File: src/hw/sdram_pkg.sv
package sdram_pkg;
  // ------------------------------------------------------------
  // Command codes on {cs_n, ras_n, cas_n, we_n}
  // ------------------------------------------------------------
  localparam logic [3:0] CMD_ACTIVATE = 4'h3;
  localparam logic [3:0] CMD_WRITE = 4'h4;
  localparam logic [3:0] CMD_PRECHARGE = 4'h2;
  localparam logic [3:0] CMD_REFRESH = 4'h1;
  // ------------------------------------------------------------
  // Burst mode field encodings
  // ------------------------------------------------------------
  localparam logic [1:0] MODE_FIXED_EIGHT = 2'h0;
  localparam logic [1:0] MODE_PER_COMMAND = 2'h1;
  localparam logic [1:0] MODE_FIXED_CHOP = 2'h2;
  // ------------------------------------------------------------
  // Burst sizes and reset values
  // ------------------------------------------------------------
  localparam logic [3:0] BEATS_EIGHT = 4'h8;
  localparam logic [3:0] BEATS_CHOP = 4'h4;
  localparam logic [7:0] BANKS_IDLE = 8'h00;
  localparam logic [4:0] LAT_ONE = 5'h01;
  localparam logic [4:0] LAT_ZERO = 5'h00;
  localparam logic [3:0] BEAT_LAST = 4'h1;
  localparam int BANK_BITS = 3;
  localparam int LINK_PERIOD_NS = 160;
  typedef enum logic [1:0] {ST_IDLE, ST_LATENCY, ST_DATA, ST_SELF_REFRESH} dev_state_t;
endpackage

File: src/hw/beat_fifo_if.sv
interface beat_fifo_if #(parameter int W = 11);
  logic [W-1:0] wdata;
  logic wvalid;
  logic wready;
  logic [W-1:0] rdata;
  logic rvalid;
  logic rready;
  modport writer (output wdata, output wvalid, input wready);
  modport store (input wdata, input wvalid, output wready,
                 output rdata, output rvalid, input rready);
endinterface

File: src/hw/beat_fifo.sv
module beat_fifo #(
  parameter int W = 11,
  parameter int DEPTH = 32
) (
  // Clock, reset and enable
  input wire logic sys_clk,
  input wire logic rst,
  input wire logic ce,
  // Both sides
  beat_fifo_if.store f
);
  localparam int AW = $clog2(DEPTH);
  if (W < 1 || DEPTH < 2 || (1 << AW) != DEPTH) begin : g_param_check
    $error("beat_fifo depth must be a power of two of at least 2");
  end
  logic [W-1:0] mem [DEPTH];
  logic [AW:0] wr_ptr_reg, wr_ptr_next, rd_ptr_reg, rd_ptr_next;
  logic do_wr, do_rd, full, empty;
  assign full = (wr_ptr_reg[AW] != rd_ptr_reg[AW]) &&
                (wr_ptr_reg[AW-1:0] == rd_ptr_reg[AW-1:0]);
  assign empty = (wr_ptr_reg == rd_ptr_reg);
  assign f.wready = !full;
  assign f.rvalid = !empty;
  assign f.rdata = mem[rd_ptr_reg[AW-1:0]];
  assign do_wr = ce && f.wvalid && !full;
  assign do_rd = ce && f.rready && !empty;
  always_comb begin
    wr_ptr_next = do_wr ? wr_ptr_reg + 1'b1 : wr_ptr_reg;
    rd_ptr_next = do_rd ? rd_ptr_reg + 1'b1 : rd_ptr_reg;
  end
  always_ff @(posedge sys_clk or posedge rst) begin
    if (rst) begin
      wr_ptr_reg <= '0;
      rd_ptr_reg <= '0;
    end else begin
      wr_ptr_reg <= wr_ptr_next;
      rd_ptr_reg <= rd_ptr_next;
    end
  end
  // Storage has no reset; it is only read behind a valid pointer
  always_ff @(posedge sys_clk) begin
    if (do_wr) begin
      mem[wr_ptr_reg[AW-1:0]] <= f.wdata;
    end
  end
endmodule

File: src/hw/sdram_write_precharge_selfrefresh.sv
// Functional notes
// - Mode 00, or 01 with chop bit high: eight beats
// - Mode 01 with chop bit low: four beats
// - Mode 10: always four beats
// - Precharge: all-bank bit picks one bank or all
// - Precharged bank idle until activated again
// - Refresh with clock enable low enters self-refresh
// - Loop off on entry, on and reset on exit
// - In self-refresh only clock enable is heeded
// - One internal refresh on self-refresh entry
// - Write latency is additive plus column latency
// - Masked beats are discarded, unmasked stored while the buffer is not full
module sdram_write_precharge_selfrefresh #(
  parameter int DW = 8,
  parameter int FIFO_DEPTH = 32
) (
  // Clock, reset, enable
  input wire logic sys_clk,
  input wire logic rst,
  input wire logic ce,
  // Device pins
  input wire logic ck_pin,
  input wire logic cke_pin,
  input wire logic cs_n_pin,
  input wire logic ras_n_pin,
  input wire logic cas_n_pin,
  input wire logic we_n_pin,
  input wire logic [sdram_pkg::BANK_BITS-1:0] bank_pin,
  input wire logic all_bank_select_bit,
  input wire logic burst_chop_select_bit,
  input wire logic dqs_pin,
  input wire logic [DW-1:0] dq_pin,
  input wire logic write_data_mask,
  // Configuration
  input wire logic [1:0] burst_mode_field,
  input wire logic [3:0] additive_latency,
  input wire logic [3:0] column_write_latency,
  input wire logic clear_flags,
  // Stored beats: {bank, data}
  output logic [sdram_pkg::BANK_BITS+DW-1:0] beat_data,
  output logic beat_valid,
  input wire logic beat_ready,
  // Status
  output logic [7:0] bank_open,
  output logic self_refresh,
  output logic dll_enabled,
  output logic dll_reset,
  output logic internal_refresh,
  output logic burst_chop,
  output logic write_to_idle_bank,
  output logic write_overrun
);
  // Ten single-bit pins, then bank and data
  localparam int NP = 10 + sdram_pkg::BANK_BITS + DW;
  localparam int FW = sdram_pkg::BANK_BITS + DW;
  if (DW < 1 || FIFO_DEPTH < 2) begin : g_param_check
    $error("data width or fifo depth out of range");
  end
  // ------------------------------------------------------------
  // Pin synchronisers
  // ------------------------------------------------------------
  // All pins share the same two stages, so their mutual alignment holds
  logic [NP-1:0] sync1_reg, sync2_reg;
  logic ck_s, dqs_s, cke_s, cs_n_s, ras_n_s, cas_n_s, we_n_s, a10_s, a12_s, dm_s;
  logic [sdram_pkg::BANK_BITS-1:0] bank_s;
  logic [DW-1:0] dq_s;
  logic ck_prev_reg, dqs_prev_reg;
  assign {ck_s, dqs_s, cke_s, cs_n_s, ras_n_s, cas_n_s, we_n_s, a10_s, a12_s, dm_s,
          bank_s, dq_s} = sync2_reg;
  always_ff @(posedge sys_clk or posedge rst) begin
    if (rst) begin
      sync1_reg <= '0;
      sync2_reg <= '0;
      ck_prev_reg <= 1'b0;
      dqs_prev_reg <= 1'b0;
    end else if (ce) begin
      sync1_reg <= {ck_pin, dqs_pin, cke_pin, cs_n_pin, ras_n_pin, cas_n_pin, we_n_pin,
                    all_bank_select_bit, burst_chop_select_bit, write_data_mask,
                    bank_pin, dq_pin};
      sync2_reg <= sync1_reg;
      ck_prev_reg <= ck_s;
      dqs_prev_reg <= dqs_s;
    end
  end
  // ------------------------------------------------------------
  // Command decode
  // ------------------------------------------------------------
  sdram_pkg::dev_state_t state_reg, state_next;
  logic link_rise, dqs_edge, dqs_rise, active, cmd_ok;
  logic act_take, write_take, pre_take, sre_take, sr_exit;
  logic [3:0] cmd;
  logic chop_sel;
  logic [4:0] wl;
  assign link_rise = ce && ck_s && !ck_prev_reg;
  assign dqs_edge = ce && (dqs_s ^ dqs_prev_reg);
  assign dqs_rise = dqs_edge && dqs_s;
  assign cmd = {cs_n_s, ras_n_s, cas_n_s, we_n_s};
  assign active = link_rise && (state_reg != sdram_pkg::ST_SELF_REFRESH);
  assign cmd_ok = active && cke_s;
  assign act_take = cmd_ok && cmd == sdram_pkg::CMD_ACTIVATE;
  assign write_take = cmd_ok && cmd == sdram_pkg::CMD_WRITE && state_reg == sdram_pkg::ST_IDLE;
  assign pre_take = cmd_ok && cmd == sdram_pkg::CMD_PRECHARGE;
  assign sre_take = active && !cke_s && cmd == sdram_pkg::CMD_REFRESH &&
                    state_reg == sdram_pkg::ST_IDLE;
  assign sr_exit = link_rise && cke_s && state_reg == sdram_pkg::ST_SELF_REFRESH;
  assign wl = {1'b0, additive_latency} + {1'b0, column_write_latency};
  always_comb begin
    unique case (burst_mode_field)
      sdram_pkg::MODE_PER_COMMAND: chop_sel = !a12_s;
      sdram_pkg::MODE_FIXED_CHOP: chop_sel = 1'b1;
      default: chop_sel = 1'b0;
    endcase
  end
  // ------------------------------------------------------------
  // Sequencer
  // ------------------------------------------------------------
  logic [7:0] bank_open_reg, bank_open_next;
  logic [4:0] lat_reg, lat_next;
  logic [3:0] beats_reg, beats_next;
  logic [sdram_pkg::BANK_BITS-1:0] wbank_reg, wbank_next;
  logic first_reg, first_next, chop_reg, chop_next;
  logic dll_reg, dll_next, dll_rst_reg, dll_rst_next, iref_reg, iref_next;
  logic idle_err_reg, idle_err_next, ovr_reg, ovr_next, push;
  logic sr_reg, sr_next;
  beat_fifo_if #(.W(FW)) fifo_bus ();
  always_comb begin
    state_next = state_reg;
    bank_open_next = bank_open_reg;
    lat_next = lat_reg;
    beats_next = beats_reg;
    wbank_next = wbank_reg;
    first_next = first_reg;
    chop_next = chop_reg;
    dll_next = dll_reg;
    dll_rst_next = 1'b0;
    iref_next = 1'b0;
    push = 1'b0;
    if (act_take) begin
      bank_open_next[bank_s] = 1'b1;
    end
    if (pre_take) begin
      if (a10_s) begin
        bank_open_next = sdram_pkg::BANKS_IDLE;
      end else begin
        bank_open_next[bank_s] = 1'b0;
      end
    end
    unique case (state_reg)
      sdram_pkg::ST_IDLE: begin
        if (write_take) begin
          chop_next = chop_sel;
          beats_next = chop_sel ? sdram_pkg::BEATS_CHOP : sdram_pkg::BEATS_EIGHT;
          wbank_next = bank_s;
          lat_next = wl;
          first_next = 1'b0;
          state_next = (wl == sdram_pkg::LAT_ZERO) ? sdram_pkg::ST_DATA :
                                                    sdram_pkg::ST_LATENCY;
        end else if (sre_take) begin
          state_next = sdram_pkg::ST_SELF_REFRESH;
          dll_next = 1'b0;
          iref_next = 1'b1;
        end
      end
      sdram_pkg::ST_LATENCY: begin
        if (link_rise) begin
          lat_next = lat_reg - sdram_pkg::LAT_ONE;
          if (lat_reg == sdram_pkg::LAT_ONE) begin
            state_next = sdram_pkg::ST_DATA;
          end
        end
      end
      sdram_pkg::ST_DATA: begin
        // First beat waits for the rising strobe edge after the preamble
        if (dqs_edge && (first_reg || dqs_rise)) begin
          first_next = 1'b1;
          push = !dm_s;
          beats_next = beats_reg - 4'h1;
          if (beats_reg == sdram_pkg::BEAT_LAST) begin
            state_next = sdram_pkg::ST_IDLE;
          end
        end
      end
      sdram_pkg::ST_SELF_REFRESH: begin
        if (sr_exit) begin
          state_next = sdram_pkg::ST_IDLE;
          dll_next = 1'b1;
          dll_rst_next = 1'b1;
        end
      end
    endcase
    // Sticky flags: a new event wins over a clear in the same cycle
    idle_err_next = (idle_err_reg && !clear_flags) ||
                    (write_take && !bank_open_reg[bank_s]);
    ovr_next = (ovr_reg && !clear_flags) || (push && !fifo_bus.wready);
    sr_next = (state_next == sdram_pkg::ST_SELF_REFRESH);
  end
  always_ff @(posedge sys_clk or posedge rst) begin
    if (rst) begin
      state_reg <= sdram_pkg::ST_IDLE;
      bank_open_reg <= sdram_pkg::BANKS_IDLE;
      lat_reg <= sdram_pkg::LAT_ZERO;
      beats_reg <= sdram_pkg::BEATS_EIGHT;
      wbank_reg <= '0;
      first_reg <= 1'b0;
      chop_reg <= 1'b0;
      dll_reg <= 1'b1;
      dll_rst_reg <= 1'b0;
      iref_reg <= 1'b0;
      idle_err_reg <= 1'b0;
      ovr_reg <= 1'b0;
      sr_reg <= 1'b0;
    end else if (ce) begin
      state_reg <= state_next;
      bank_open_reg <= bank_open_next;
      lat_reg <= lat_next;
      beats_reg <= beats_next;
      wbank_reg <= wbank_next;
      first_reg <= first_next;
      chop_reg <= chop_next;
      dll_reg <= dll_next;
      dll_rst_reg <= dll_rst_next;
      iref_reg <= iref_next;
      idle_err_reg <= idle_err_next;
      ovr_reg <= ovr_next;
      sr_reg <= sr_next;
    end
  end
  // ------------------------------------------------------------
  // Beat buffer
  // ------------------------------------------------------------
  // A strobe cannot be stalled, so a full buffer drops the beat and flags it
  assign fifo_bus.wdata = {wbank_reg, dq_s};
  assign fifo_bus.wvalid = push;
  assign fifo_bus.rready = beat_ready;
  beat_fifo #(.W(FW), .DEPTH(FIFO_DEPTH)) u_fifo (
    .sys_clk(sys_clk),
    .rst(rst),
    .ce(ce),
    .f(fifo_bus)
  );
  assign beat_data = fifo_bus.rdata;
  assign beat_valid = fifo_bus.rvalid;
  assign bank_open = bank_open_reg;
  assign self_refresh = sr_reg;
  assign dll_enabled = dll_reg;
  assign dll_reset = dll_rst_reg;
  assign internal_refresh = iref_reg;
  assign burst_chop = chop_reg;
  assign write_to_idle_bank = idle_err_reg;
  assign write_overrun = ovr_reg;
endmodule

File: config.mk
export PLATFORM = sky130hd
export DESIGN_NAME = sdram_write_precharge_selfrefresh
export DESIGN_NICKNAME = d
export VERILOG_FILES = /design/src/hw/sdram_pkg.sv /design/src/hw/beat_fifo_if.sv /design/src/hw/beat_fifo.sv /design/src/hw/sdram_write_precharge_selfrefresh.sv
export SDC_FILE = /design/constraint.sdc
export NUM_CORES = 1
export LEC_CHECK = 0
export ABC_AREA = 1
export BUFFER_PORTS_ARGS = -buffer_cell sky130_fd_sc_hd__buf_4
export CAP_MARGIN = 20
export CORE_ASPECT_RATIO = 1.75
export CORE_MARGIN = 4
export CORE_UTILIZATION = 55
export DETAILED_ROUTE_END_ITERATION = 6
export PLACE_DENSITY = 0.69
export SLEW_MARGIN = 10
export SYNTH_ARGS = -nofsm -noshare
export SYNTH_HDL_FRONTEND = slang
export SYNTH_SLANG_ARGS = --single-unit
File: constraint.sdc
create_clock -name sys_clk -period 5.6 [get_ports sys_clk]
set_clock_uncertainty 0.05 [all_clocks]
set_input_delay 0.28 -clock sys_clk [delete_from_list [all_inputs] [get_ports sys_clk]]
set_output_delay 0.28 -clock sys_clk [all_outputs]
set_load 0.02 [all_outputs]
==> impl_metrics.csv, run 1 <==
group,metric,value,unit
outcome,status,"finished, final reports clean",
floorplan,io_pins,63,
place,place_ws,2.19,ns
yosys,synth_warnings,0,
power,leakage,0.00784,uW
cts,cts_resized,0,
timing,worst_slew_pin_slew,1.10,ns
floorplan,die_area,0.0362,mm^2
global_routing,grt_first_pass_wirelength,67.1,mm
timing,min_period,3.89,ns
power,ir_drop,0.000456,V
setup_path,r2r-start,"u_fifo.rd_ptr_reg[0]",
layout,largest_register_ff_count,352,
min_path,hold_start,"clear_flags",
layout,drive_gt1_frac,0.0973,
cts,clk_pin_slew,0.06,ns
global_routing,grt_max_degree,80,
yosys,yosys-top-cells-area,"edfxtp_1, dfrtp_1, nand2_1",
layout,syn2layout_area_growth,12.2,%
yosys,syn_area,0.0182,mm^2
floorplan,die_w,146,um
cts,clock_latency,0.54,ns
timing,final-max-slew-violation-count,0,
setup_path,critPathTopFamily,"buffers and inverters",
yosys,synthAdderAreaFrac,0.0114,
setup_path,end_kind,"output port",
min_path,worstHoldPathType,"primary input to register",
layout,nNetsFinal,1713,
yosys,synth-async-reset-ratio,0.196,
routing,drt_wl_total,43.2,mm
routing,post_drt_wl_per_cell,20.7,um
global_routing,gr-total-overflow,0,
routing,wl_met2,22.5,mm
timing,rsz0062_at_grt,"false",
setup_path,r2r-end,"u_fifo.mem[8][10]",
cts,cts_root_buf,"clkbuf_16",
routing,drtAntennaViolNets,0,
floorplan,core,0.0324,mm^2
setup_path,critPathSlowestCell,"buf_4",
floorplan,start_util,0.561,
routing,m1WireLength,16.1,mm
yosys,synth_top_family_by_area,"simple AND/OR/NAND/NOR gates",
timing,tns,0,ns
setup_path,crit_path_start_kind,"register",
yosys,synthDistinctLibCells,39,
yosys,synthSimpleGateAreaFrac,0.136,
timing,hold_viol,0,
cts,clock_path_buffers,3,
setup_path,crit_path_max_incr_delay,0.67,ns
yosys,synthXorXnorAreaFrac,0.00866,
routing,initialDrtViolationCount,960,
setup_path,crit_fanout,68,
yosys,synth_most_common_cell,"nand2_1",
global_routing,grt_pass1_vias,11900,
setup_path,required,5.27,ns
power,finalPower,9250,uW
yosys,ys.flop_type,"edfxtp_1",
routing,vias,12000,
timing,finalCritPeriodShare,0.695,
setup_path,reg2reg_setup_slack,2.26,ns
layout,stdcell_count,2086,
global_routing,groute.usage.overall,0.237,
place,placed_cell_area,0.0190,mm^2
setup_path,rr_worst_depth,11,
setup_path,cp_num_buf_inv,4,
min_path,worstHoldPathCells,4,
routing,routed.top_layer,"met4",
timing,slew-limit-headroom,0.264,
yosys,synth_top_cell_area_share,0.580,
yosys,ys_ff_latch,438,
min_path,min_to,"write_to_idle_bank",
place,hpwl,26.7,mm
timing,fmax,0.257,GHz
cts,numCtsBuffers,39,
timing,setup-violations-final,0,
cts,cts_tree,"done",
yosys,synth_mux_area_frac,0.0242,
power,p_per_area,453,mW/mm^2
layout,diodes,0,
yosys,synth_commonest_cells,"nand2_1, edfxtp_1, nor2_1",
yosys,syn-num-nets,1637,
yosys,synth_compound_area_frac,0.0880,
setup_path,worstPathCellList,"clkinv_2, buf_4, buf_4, o21ai_0, o22ai_1, nand2_1, nand2_1, nand3_1, nand2_1, buf_4",
global_routing,antenna_found_initial,0,
layout,final_area,0.0204,mm^2
cts,htreeDepth,2,
routing,drtPass1Iterations,5,
setup_path,critPathKind,"register to output port",
place,place_inst,1992,
place,port_buffers,62,
yosys,synth_edf_count,352,
cts,cts.sinks,438,
yosys,synth_seq_area_share,0.699,
floorplan,rows,87,
cts,post_cts_buffers,0,
yosys,synth.largest_area_cell,"edfxtp_1",
setup_path,cp.arrival,3.56,ns
timing,setup_slack,1.71,ns
run,maxCapViolCount,0,
routing,viasPerCell,5.76,
place,gp_congestion,0.825,
floorplan,die_h,249,um
yosys,syn_inst,1585,
yosys,avgSynthCellArea,11.5,um^2
routing,met3WireLength,3.14,mm
routing,drc,0,
routing by layer:
metal,GRT usage,vias up
li1,-,5646
met1,0.299,5798
met2,0.416,492
met3,0.0342,83
met4,0.0910,0
met5,0,-
worst max-delay path by stage:
stage,start,endpoint,slack [ns],cells past startpoint
3_5_place_dp,ce,u_fifo.mem[8][2],2.19,11
6_report,u_fifo.rd_ptr_reg[0],beat_data[0],1.71,10
3_3_place_gp,ce,u_fifo.mem[8][2],2.22,11
4_1_cts,u_fifo.rd_ptr_reg[0],beat_data[0],1.70,10
5_1_grt,u_fifo.rd_ptr_reg[0],beat_data[0],1.43,10
2_1_floorplan,rst,bank_open[0],3.05,1
layout by cell type (no fill, tap or decap), types with 2 or more instances in the layout:
master / Yosys / routed
clkinvlp_4: 0 / 2
a21oi_1: 64 / 64
o21ai_1: 3 / 3
dfrtp_1: 84 / 82
o21ai_0: 182 / 182
nor2_4: 2 / 2
nand2_2: 2 / 2
nand2_1: 358 / 358
o22ai_1: 48 / 48
clkinv_2: 0 / 4
clkbuf_16: 0 / 39
bufinv_16: 0 / 2
inv_1: 63 / 62
nand2_4: 2 / 2
xnor2_1: 4 / 4
o211ai_1: 3 / 3
clkbuf_1: 48 / 10
nand4_1: 6 / 6
nand3b_1: 2 / 2
xor2_1: 14 / 14
inv_2: 4 / 3
nor2_1: 184 / 184
clkinv_1: 1 / 11
ha_1: 15 / 15
dlygate4sd3_1: 0 / 22
or2_2: 7 / 7
edfxtp_1: 352 / 352
buf_4: 4 / 92
nor3_1: 6 / 6
nand3_1: 45 / 45
mux2i_1: 44 / 44
dfstp_2: 2 / 2
layout make-up:
cell class,instances,area [um^2]
Clock inverter,17,131
Multi-Input combinational cell,1000,4890
Tap cell,400,500
Sequential cell,438,12700
Fill cell,2503,12000
Clock buffer,49,1010
Timing Repair Buffer,114,911
Inverter,68,258
timing repair:
item | CTS | global route
setup endpoints to repair | 0 | 0
endpoints found under the hold margin | 41 | 0
hold buffers | 22 | 0
metrics by stage:
step / hold slack (ns) / util
after detailed placement: 0.225 / 0.586
after floorplan: 0.347 / -
after CTS: 0.0743 / 0.628
after global routing: 0.0754 / 0.630
after global placement: 0.218 / 0.586
final: 0.0719 / 0.630
worst min-delay path, stage by stage:
cell and delay (ns):
buf_4 0.08, nand2_1 0.10, nand2_1 0.08, o21ai_0 0.06
cells by family (layout without fill, tap and decap cells):
family | after synthesis | count (layout)
flops | 438 | 438
xor+xnor | 18 | 18
mux | 44 | 44
compound gates | 304 | 304
buf+inv | 147 | 248
fa+ha+maj | 16 | 16
simple gates | 618 | 618
report_power, final:
group	switching, uW	leakage (uW)	total [uW]	internal, uW
Combinational	1930	0.00306	2810	878
Sequential	196	0.00424	3920	3730
Clock	1140	0.000549	2510	1370
No activity file was read; power rests on OpenSTA's default activity.
==> run 2: changes to the inputs <==
==> constraint.sdc (replaced) <==
create_clock -name sys_clk -period 3.92 [get_ports sys_clk]
set_clock_uncertainty 0.05 [all_clocks]
set_input_delay 0.196 -clock sys_clk [delete_from_list [all_inputs] [get_ports sys_clk]]
set_output_delay 0.196 -clock sys_clk [all_outputs]
set_load 0.02 [all_outputs]
==> run 2 against run 1 <==
Compared with the run above: count of clock-buffer cells in the layout is 2 higher; global-route usage is 0.52 points higher; final cell count is 1.3% higher; design area is 2.3% higher; wire length is 2.0% higher; critical path depth stayed put; largest power group unchanged; non-clock buffer count is 23 higher; sequential share of layout area is 1.4 points lower; clock power is 57% higher; sequential power is 42% higher.
==> impl_metrics.csv, run 2 (same netlist as run 1, synthesis figures left out) <==
group,metric,value,unit
setup_path,r2r-start,"u_fifo.rd_ptr_reg[1]",
timing,tns,0,ns
layout,diodes,0,
outcome,status,"finished, final reports clean",
routing,drtPass1Iterations,5,
global_routing,grt_pass1_vias,12200,
power,leakage,0.00810,uW
routing,initialDrtViolationCount,1124,
setup_path,critPathKind,"register to output port",
layout,final_cell_mix,"nand2_1, edfxtp_1, nor2_1, o21ai_0, buf_4",
floorplan,core,0.0324,mm^2
cts,clock_path_buffers,3,
routing,drtAntennaViolNets,0,
floorplan,die_w,146,um
min_path,worstHoldPathCells,4,
timing,final-max-slew-violation-count,0,
cts,cts_root_buf,"clkbuf_16",
setup_path,crit_path_start_kind,"register",
min_path,hold_start,"clear_flags",
routing,routed.top_layer,"met4",
timing,rsz0062_at_grt,"false",
timing,setup-violations-final,0,
setup_path,r2r-end,"u_fifo.mem[12][4]",
routing,wl_met2,23.1,mm
layout,final_area,0.0209,mm^2
setup_path,rr_worst_depth,10,
routing,viasPerCell,5.75,
timing,finalCritPeriodShare,0.915,
timing,slew-limit-headroom,0.312,
place,placed_cell_area,0.0192,mm^2
floorplan,start_util,0.561,
cts,cts.sinks,438,
place,port_buffers,62,
floorplan,die_h,249,um
routing,post_drt_wl_per_cell,20.9,um
setup_path,crit_fanout,84,
timing,hold_viol,0,
routing,drc,0,
place,place_inst,2010,
cts,numCtsBuffers,39,
place,hpwl,27.9,mm
layout,syn2layout_area_growth,14.7,%
power,p_per_area,652,mW/mm^2
global_routing,antenna_found_initial,0,
global_routing,grt_max_degree,179,
min_path,min_to,"write_to_idle_bank",
routing,m1WireLength,15.7,mm
setup_path,cp.arrival,3.34,ns
floorplan,io_pins,63,
setup_path,reg2reg_setup_slack,0.92,ns
cts,cts_resized,0,
cts,cts_tree,"done",
layout,largest_register_ff_count,352,
cts,htreeDepth,2,
run,maxCapViolCount,0,
global_routing,groute.usage.overall,0.242,
global_routing,grt_first_pass_wirelength,67.9,mm
layout,layout.cells.most_common,"nand2_1",
routing,met3WireLength,2.85,mm
timing,fmax,0.279,GHz
timing,worst_slew_pin_slew,1.03,ns
cts,clock_latency,0.54,ns
timing,min_period,3.59,ns
global_routing,gr-total-overflow,0,
setup_path,required,3.67,ns
layout,drive_gt1_frac,0.116,
cts,post_cts_buffers,0,
timing,hold_ws,0.0303,ns
floorplan,die_area,0.0362,mm^2
place,gp_congestion,0.907,
routing,drt_wl_total,44.1,mm
layout,stdcell_count,2114,
setup_path,end_kind,"output port",
layout,nNetsFinal,1736,
min_path,worstHoldPathType,"primary input to register",
cts,clk_pin_slew,0.06,ns
routing,vias,12200,
floorplan,rows,87,
power,ir_drop,0.000499,V
-- run 2: changes by cell type in the layout (fill, tap and decap cells not counted), moves of 2 or more --
| cell | previous run | this run |
|---|---|---|
| buf_4 | 92 | 105 |
| clkbuf_16 | 39 | 41 |
| clkinv_2 | 4 | 8 |
| buf_16 | 0 | 2 |
| clkbuf_8 | 0 | 4 |
| clkinv_1 | 11 | 5 |
| bufinv_16 | 2 | 5 |
| buf_8 | 0 | 4 |
| clkbuf_1 | 10 | 7 |
-- run 2: timing repair --
item                                    4_1_cts  5_1_grt
endpoints found under the hold margin        70        0
hold buffers                                 23        0
endpoints found under the setup margin        0        0
-- run 2: stage by stage --
stage,worst slack (ns),utilization,power [uW]
after floorplan,1.46,-,8360
after global placement,0.936,0.590,9650
after detailed placement,0.841,0.592,9720
after CTS,0.333,0.640,13700
after global routing,0.103,0.644,14300
final,0.335,0.644,13600
-- run 2: worst max-delay path, cell delays in order, from the launching register on --
cell and delay, ns:
dfrtp_4 0.50, clkinv_2 0.06, buf_4 0.46, buf_4 0.76
o21ai_0 0.20, o22ai_1 0.15, nand2_1 0.06, nand2_1 0.08
nand3_1 0.12, nand2_1 0.18, buf_4 0.16
-- run 2: routing by layer --
metal | global-route usage | vias up
met5 | 0 | -
met4 | 0.130 | 0
met3 | 0.0442 | 116
met2 | 0.432 | 482
met1 | 0.275 | 5846
li1 | - | 5711
-- run 2: power breakdown --
group | internal [uW] | switching [uW]
logic | 1310 | 2810
clock network | 2290 | 1660
registers | 5320 | 232
total | 8930 | 4700
-- run 2: final cells by class --
| type | instances | area (um^2) |
|---|---|---|
| multi-input cells | 1000 | 4890 |
| repair buffers | 137 | 1190 |
| inverters | 68 | 258 |
| fillers | 2462 | 11500 |
| flip-flops and latches | 438 | 12700 |
| clock buffers | 51 | 1080 |
| clock inverters | 20 | 246 |
| well taps | 400 | 500 |
-- run 2: worst max-delay path by stage --
stage | slack [ns] | end | start | cells past startpoint
global route | 0.10 | beat_data[8] | u_fifo.rd_ptr_reg[0] | 10
CTS | 0.33 | beat_data[0] | u_fifo.rd_ptr_reg[0] | 10
global placement | 0.94 | beat_data[8] | u_fifo.rd_ptr_reg[0] | 10
detailed placement | 0.84 | u_fifo.mem[20][5] | u_fifo.rd_ptr_reg[1] | 10
floorplan | 1.46 | bank_open[0] | rst | 1
finish | 0.33 | beat_data[8] | u_fifo.rd_ptr_reg[0] | 10
==> run 3: changes to the inputs <==
--- a/config.mk
+++ b/config.mk
@@ -5,7 +5,6 @@
 export SDC_FILE = /design/constraint.sdc
 export NUM_CORES = 1
 export LEC_CHECK = 0
-export ABC_AREA = 1
 export BUFFER_PORTS_ARGS = -buffer_cell sky130_fd_sc_hd__buf_4
 export CAP_MARGIN = 20
 export CORE_ASPECT_RATIO = 1.75
@@ -16,4 +15,5 @@
 export SLEW_MARGIN = 10
 export SYNTH_ARGS = -nofsm -noshare
 export SYNTH_HDL_FRONTEND = slang
+export SYNTH_HIERARCHICAL = 1
 export SYNTH_SLANG_ARGS = --single-unit
==> run 3 against run 2 <==
Compared with the run above: die area down 1.4%; highest routed layer unchanged; sequential cell count unchanged; register-to-register slack better by 0.27 ns; total power down 1.7%; critical path type unchanged; count of clock-buffer cells in the layout unchanged.
==> impl_metrics.csv, run 3 <==
group,metric,value,unit
floorplan,die_h,247,um
cts,cts_resized,0,
timing,fmax,0.305,GHz
routing,initialDrtViolationCount,769,
run,maxCapViolCount,0,
timing,worst_slew_pin_slew,1.16,ns
place,placed_cell_area,0.0190,mm^2
floorplan,io_pins,63,
global_routing,antenna_found_initial,0,
timing,tns,0,ns
floorplan,die_w,145,um
yosys,synthDistinctLibCells,57,
outcome,status,"finished, final reports clean",
setup_path,critPathKind,"register to output port",
power,p_per_area,646,mW/mm^2
layout,final_area,0.0207,mm^2
yosys,yosys-top-cells-area,"edfxtp_1, dfrtp_1, mux2i_1",
cts,clk_pin_slew,0.07,ns
place,gp_congestion,0.807,
power,internal-power,9200,uW
timing,hold_ws,0.0652,ns
layout,diodes,0,
timing,setup-violations-final,0,
setup_path,reg2reg_setup_slack,1.19,ns
cts,cts.sinks,438,
layout,nFillCells,2267,
floorplan,rows,87,
floorplan,core,0.0322,mm^2
layout,nNetsFinal,1319,
routing,drtAntennaViolNets,0,
yosys,synth_edf_count,352,
setup_path,rr_worst_depth,6,
place,hpwl,24.9,mm
place,port_buffers,62,
timing,slew-limit-headroom,0.224,
power,p_seq_frac,0.432,
timing,finalCritPeriodShare,0.838,
timing,rsz0062_at_grt,"false",
setup_path,r2r-start,"u_fifo/rd_ptr_reg[0]",
routing,vias,10200,
power,finalPower,13400,uW
setup_path,path_depth,6,
min_path,worstHoldPathType,"primary input to register",
floorplan,die_area,0.0357,mm^2
routing,drt_wl_total,38.9,mm
routing,drtPass1Iterations,4,
layout,layout.cells.most_common,"edfxtp_1",
global_routing,grt_first_pass_wirelength,60.0,mm
setup_path,r2r-end,"u_fifo/mem[1][8]",
yosys,synth_top_cell_area_share,0.589,
cts,cts_root_buf,"clkbuf_16",
setup_path,critPathCapture,"beat_data[5]",
layout,syn2layout_area_growth,15.4,%
power,leakage,0.00773,uW
timing,final-max-slew-violation-count,0,
layout,largest_register_ff_count,352,
setup_path,cp_num_buf_inv,2,
cts,numCtsBuffers,39,
yosys,syn_inst,1155,
power,swShare,0.313,
yosys,synth_most_common_cell,"edfxtp_1",
floorplan,start_util,0.557,
setup_path,crit_start,"u_fifo/rd_ptr_reg[0]",
setup_path,cp.arrival,3.04,ns
cts,htreeDepth,2,
global_routing,grt_pass1_vias,10600,
yosys,synth-async-reset-ratio,0.196,
yosys,syn-num-nets,1207,
setup_path,critPathTopFamily,"flip-flops",
timing,hold_viol,0,
routing,viasPerCell,5.99,
setup_path,crit_fanout,87,
yosys,ys.flop_type,"edfxtp_1",
power,power.share.combinational,0.264,
yosys,synth_warnings,6,
routing,drc,0,
yosys,synth_seq_area_share,0.709,
yosys,avgSynthCellArea,15.5,um^2
layout,final_cell_mix,"edfxtp_1, mux2i_1, buf_4, dfrtp_1, a22oi_1",
yosys,ys_ff_latch,438,
layout,drive_gt1_frac,0.183,
setup_path,worstPathCellList,"buf_12, mux2i_1, a22oi_1, nand3_1, nand4_1, buf_4",
timing,min_period,3.28,ns
layout,post-route-util,0.643,
yosys,synth.largest_area_cell,"edfxtp_1",
setup_path,critPathSlowestCell,"dfrtp_4",
power,ir_drop,0.000463,V
power,switchingPower,4190,uW
cts,clock_path_buffers,3,
global_routing,groute.usage.overall,0.222,
setup_path,end_kind,"output port",
yosys,synth_commonest_cells,"edfxtp_1, mux2i_1, dfrtp_1",
setup_path,required,3.67,ns
setup_path,crit_path_start_kind,"register",
cts,clock_latency,0.54,ns
routing,post_drt_wl_per_cell,22.9,um
yosys,syn_area,0.0180,mm^2
cts,cts_tree,"done",
global_routing,grt_max_degree,88,
global_routing,gr-total-overflow,0,
min_path,hold_start,"beat_ready",
setup_path,crit_path_max_incr_delay,0.83,ns
power,p_clk_frac,0.304,
==> run 3: changes by cell type after synthesis, moves of 9 or more <==
cell / previous run / this run
a21oi_1: 64 / 33
a22oi_1: 0 / 79
buf_2: 21 / 30
clkbuf_1: 48 / 28
inv_1: 63 / 23
mux2_2: 0 / 43
mux2i_1: 44 / 176
nand2_1: 358 / 46
nand3_1: 45 / 54
nand4_1: 6 / 18
nor2_1: 184 / 53
o21ai_0: 182 / 22
o22ai_1: 48 / 0
==> run 3: layer usage <==
layer  global-route usage  part of all wire  wire, um  vias to the layer above
li1                     -                 -         -                     4658
met5                    0                 0         0                        -
met2                0.410              0.55     21400                      262
met3               0.0281             0.045      1740                       88
met4               0.0857             0.038      1480                        0
met1                0.260              0.37     14300                     5158
==> run 3: worst register-to-register path, cell delays in order, from the launching register on <==
cell	delay [ns]
dfrtp_4	0.83
xor2_1	0.29
nor3_4	0.11
a21oi_4	0.28
nand2_1	0.28
nor2_1	0.35
buf_4	0.24
==> run 3: worst min path at each step <==
stage | to | slack, ns | cells past startpoint
2_1_floorplan | u_fifo/rd_ptr_reg[0] | 0.01 | 1
4_1_cts | u_fifo/rd_ptr_reg[0] | 0.05 | 4
3_3_place_gp | u_fifo/rd_ptr_reg[1] | 0.22 | 2
5_1_grt | u_fifo/rd_ptr_reg[0] | 0.08 | 4
6_report | u_fifo/rd_ptr_reg[0] | 0.07 | 4
3_5_place_dp | u_fifo/rd_ptr_reg[0] | 0.23 | 2
==> run 3: what timing repair did <==
action                                 CTS  global route
setup buffers                            0             0
endpoints found under the hold margin   70             0
hold buffers                            24             0
==> run 3: power groups by stage <==
stage	combinational, uW	clock, uW	sequential, uW
finish	3540	4070	5780
global route	3810	4320	5820
CTS	3500	4150	5840
detailed placement	3470	0	5930
global placement	3420	0	5920
floorplan	2560	0	5630
==> run 3: cells by family (layout without fill, tap and decap cells) <==
group	count (synthesis)	after routing	share of synthesized area
adder cells (fa/ha/maj)	16	16	0.0116
AND/OR/NAND/NOR	214	214	0.0599
XOR/XNOR	17	17	0.00829
AO/OA/AOI/OAI	163	163	0.0628
multiplexers	222	222	0.128
buffers and inverters	85	228	0.0203
flip-flops	438	438	0.709
==> run 3: layout make-up <==
type                    instances  area [um^2]  area share
well taps                     400          500      0.0242
inverters                      23         87.6     0.00423
clock buffers                  51         1060      0.0513
clock inverters                21          310      0.0150
flip-flops and latches        438        12700       0.614
multi-input cells             632         4890       0.236
repair buffers                133         1140      0.0552
==> run 3: per-stage QoR <==
stage               instances  worst slack (ns)
global route             1698             0.531
detailed placement       1597              1.22
finish                   1698             0.637
floorplan                1155              1.54
global placement         1597              1.24
CTS                      1693             0.649
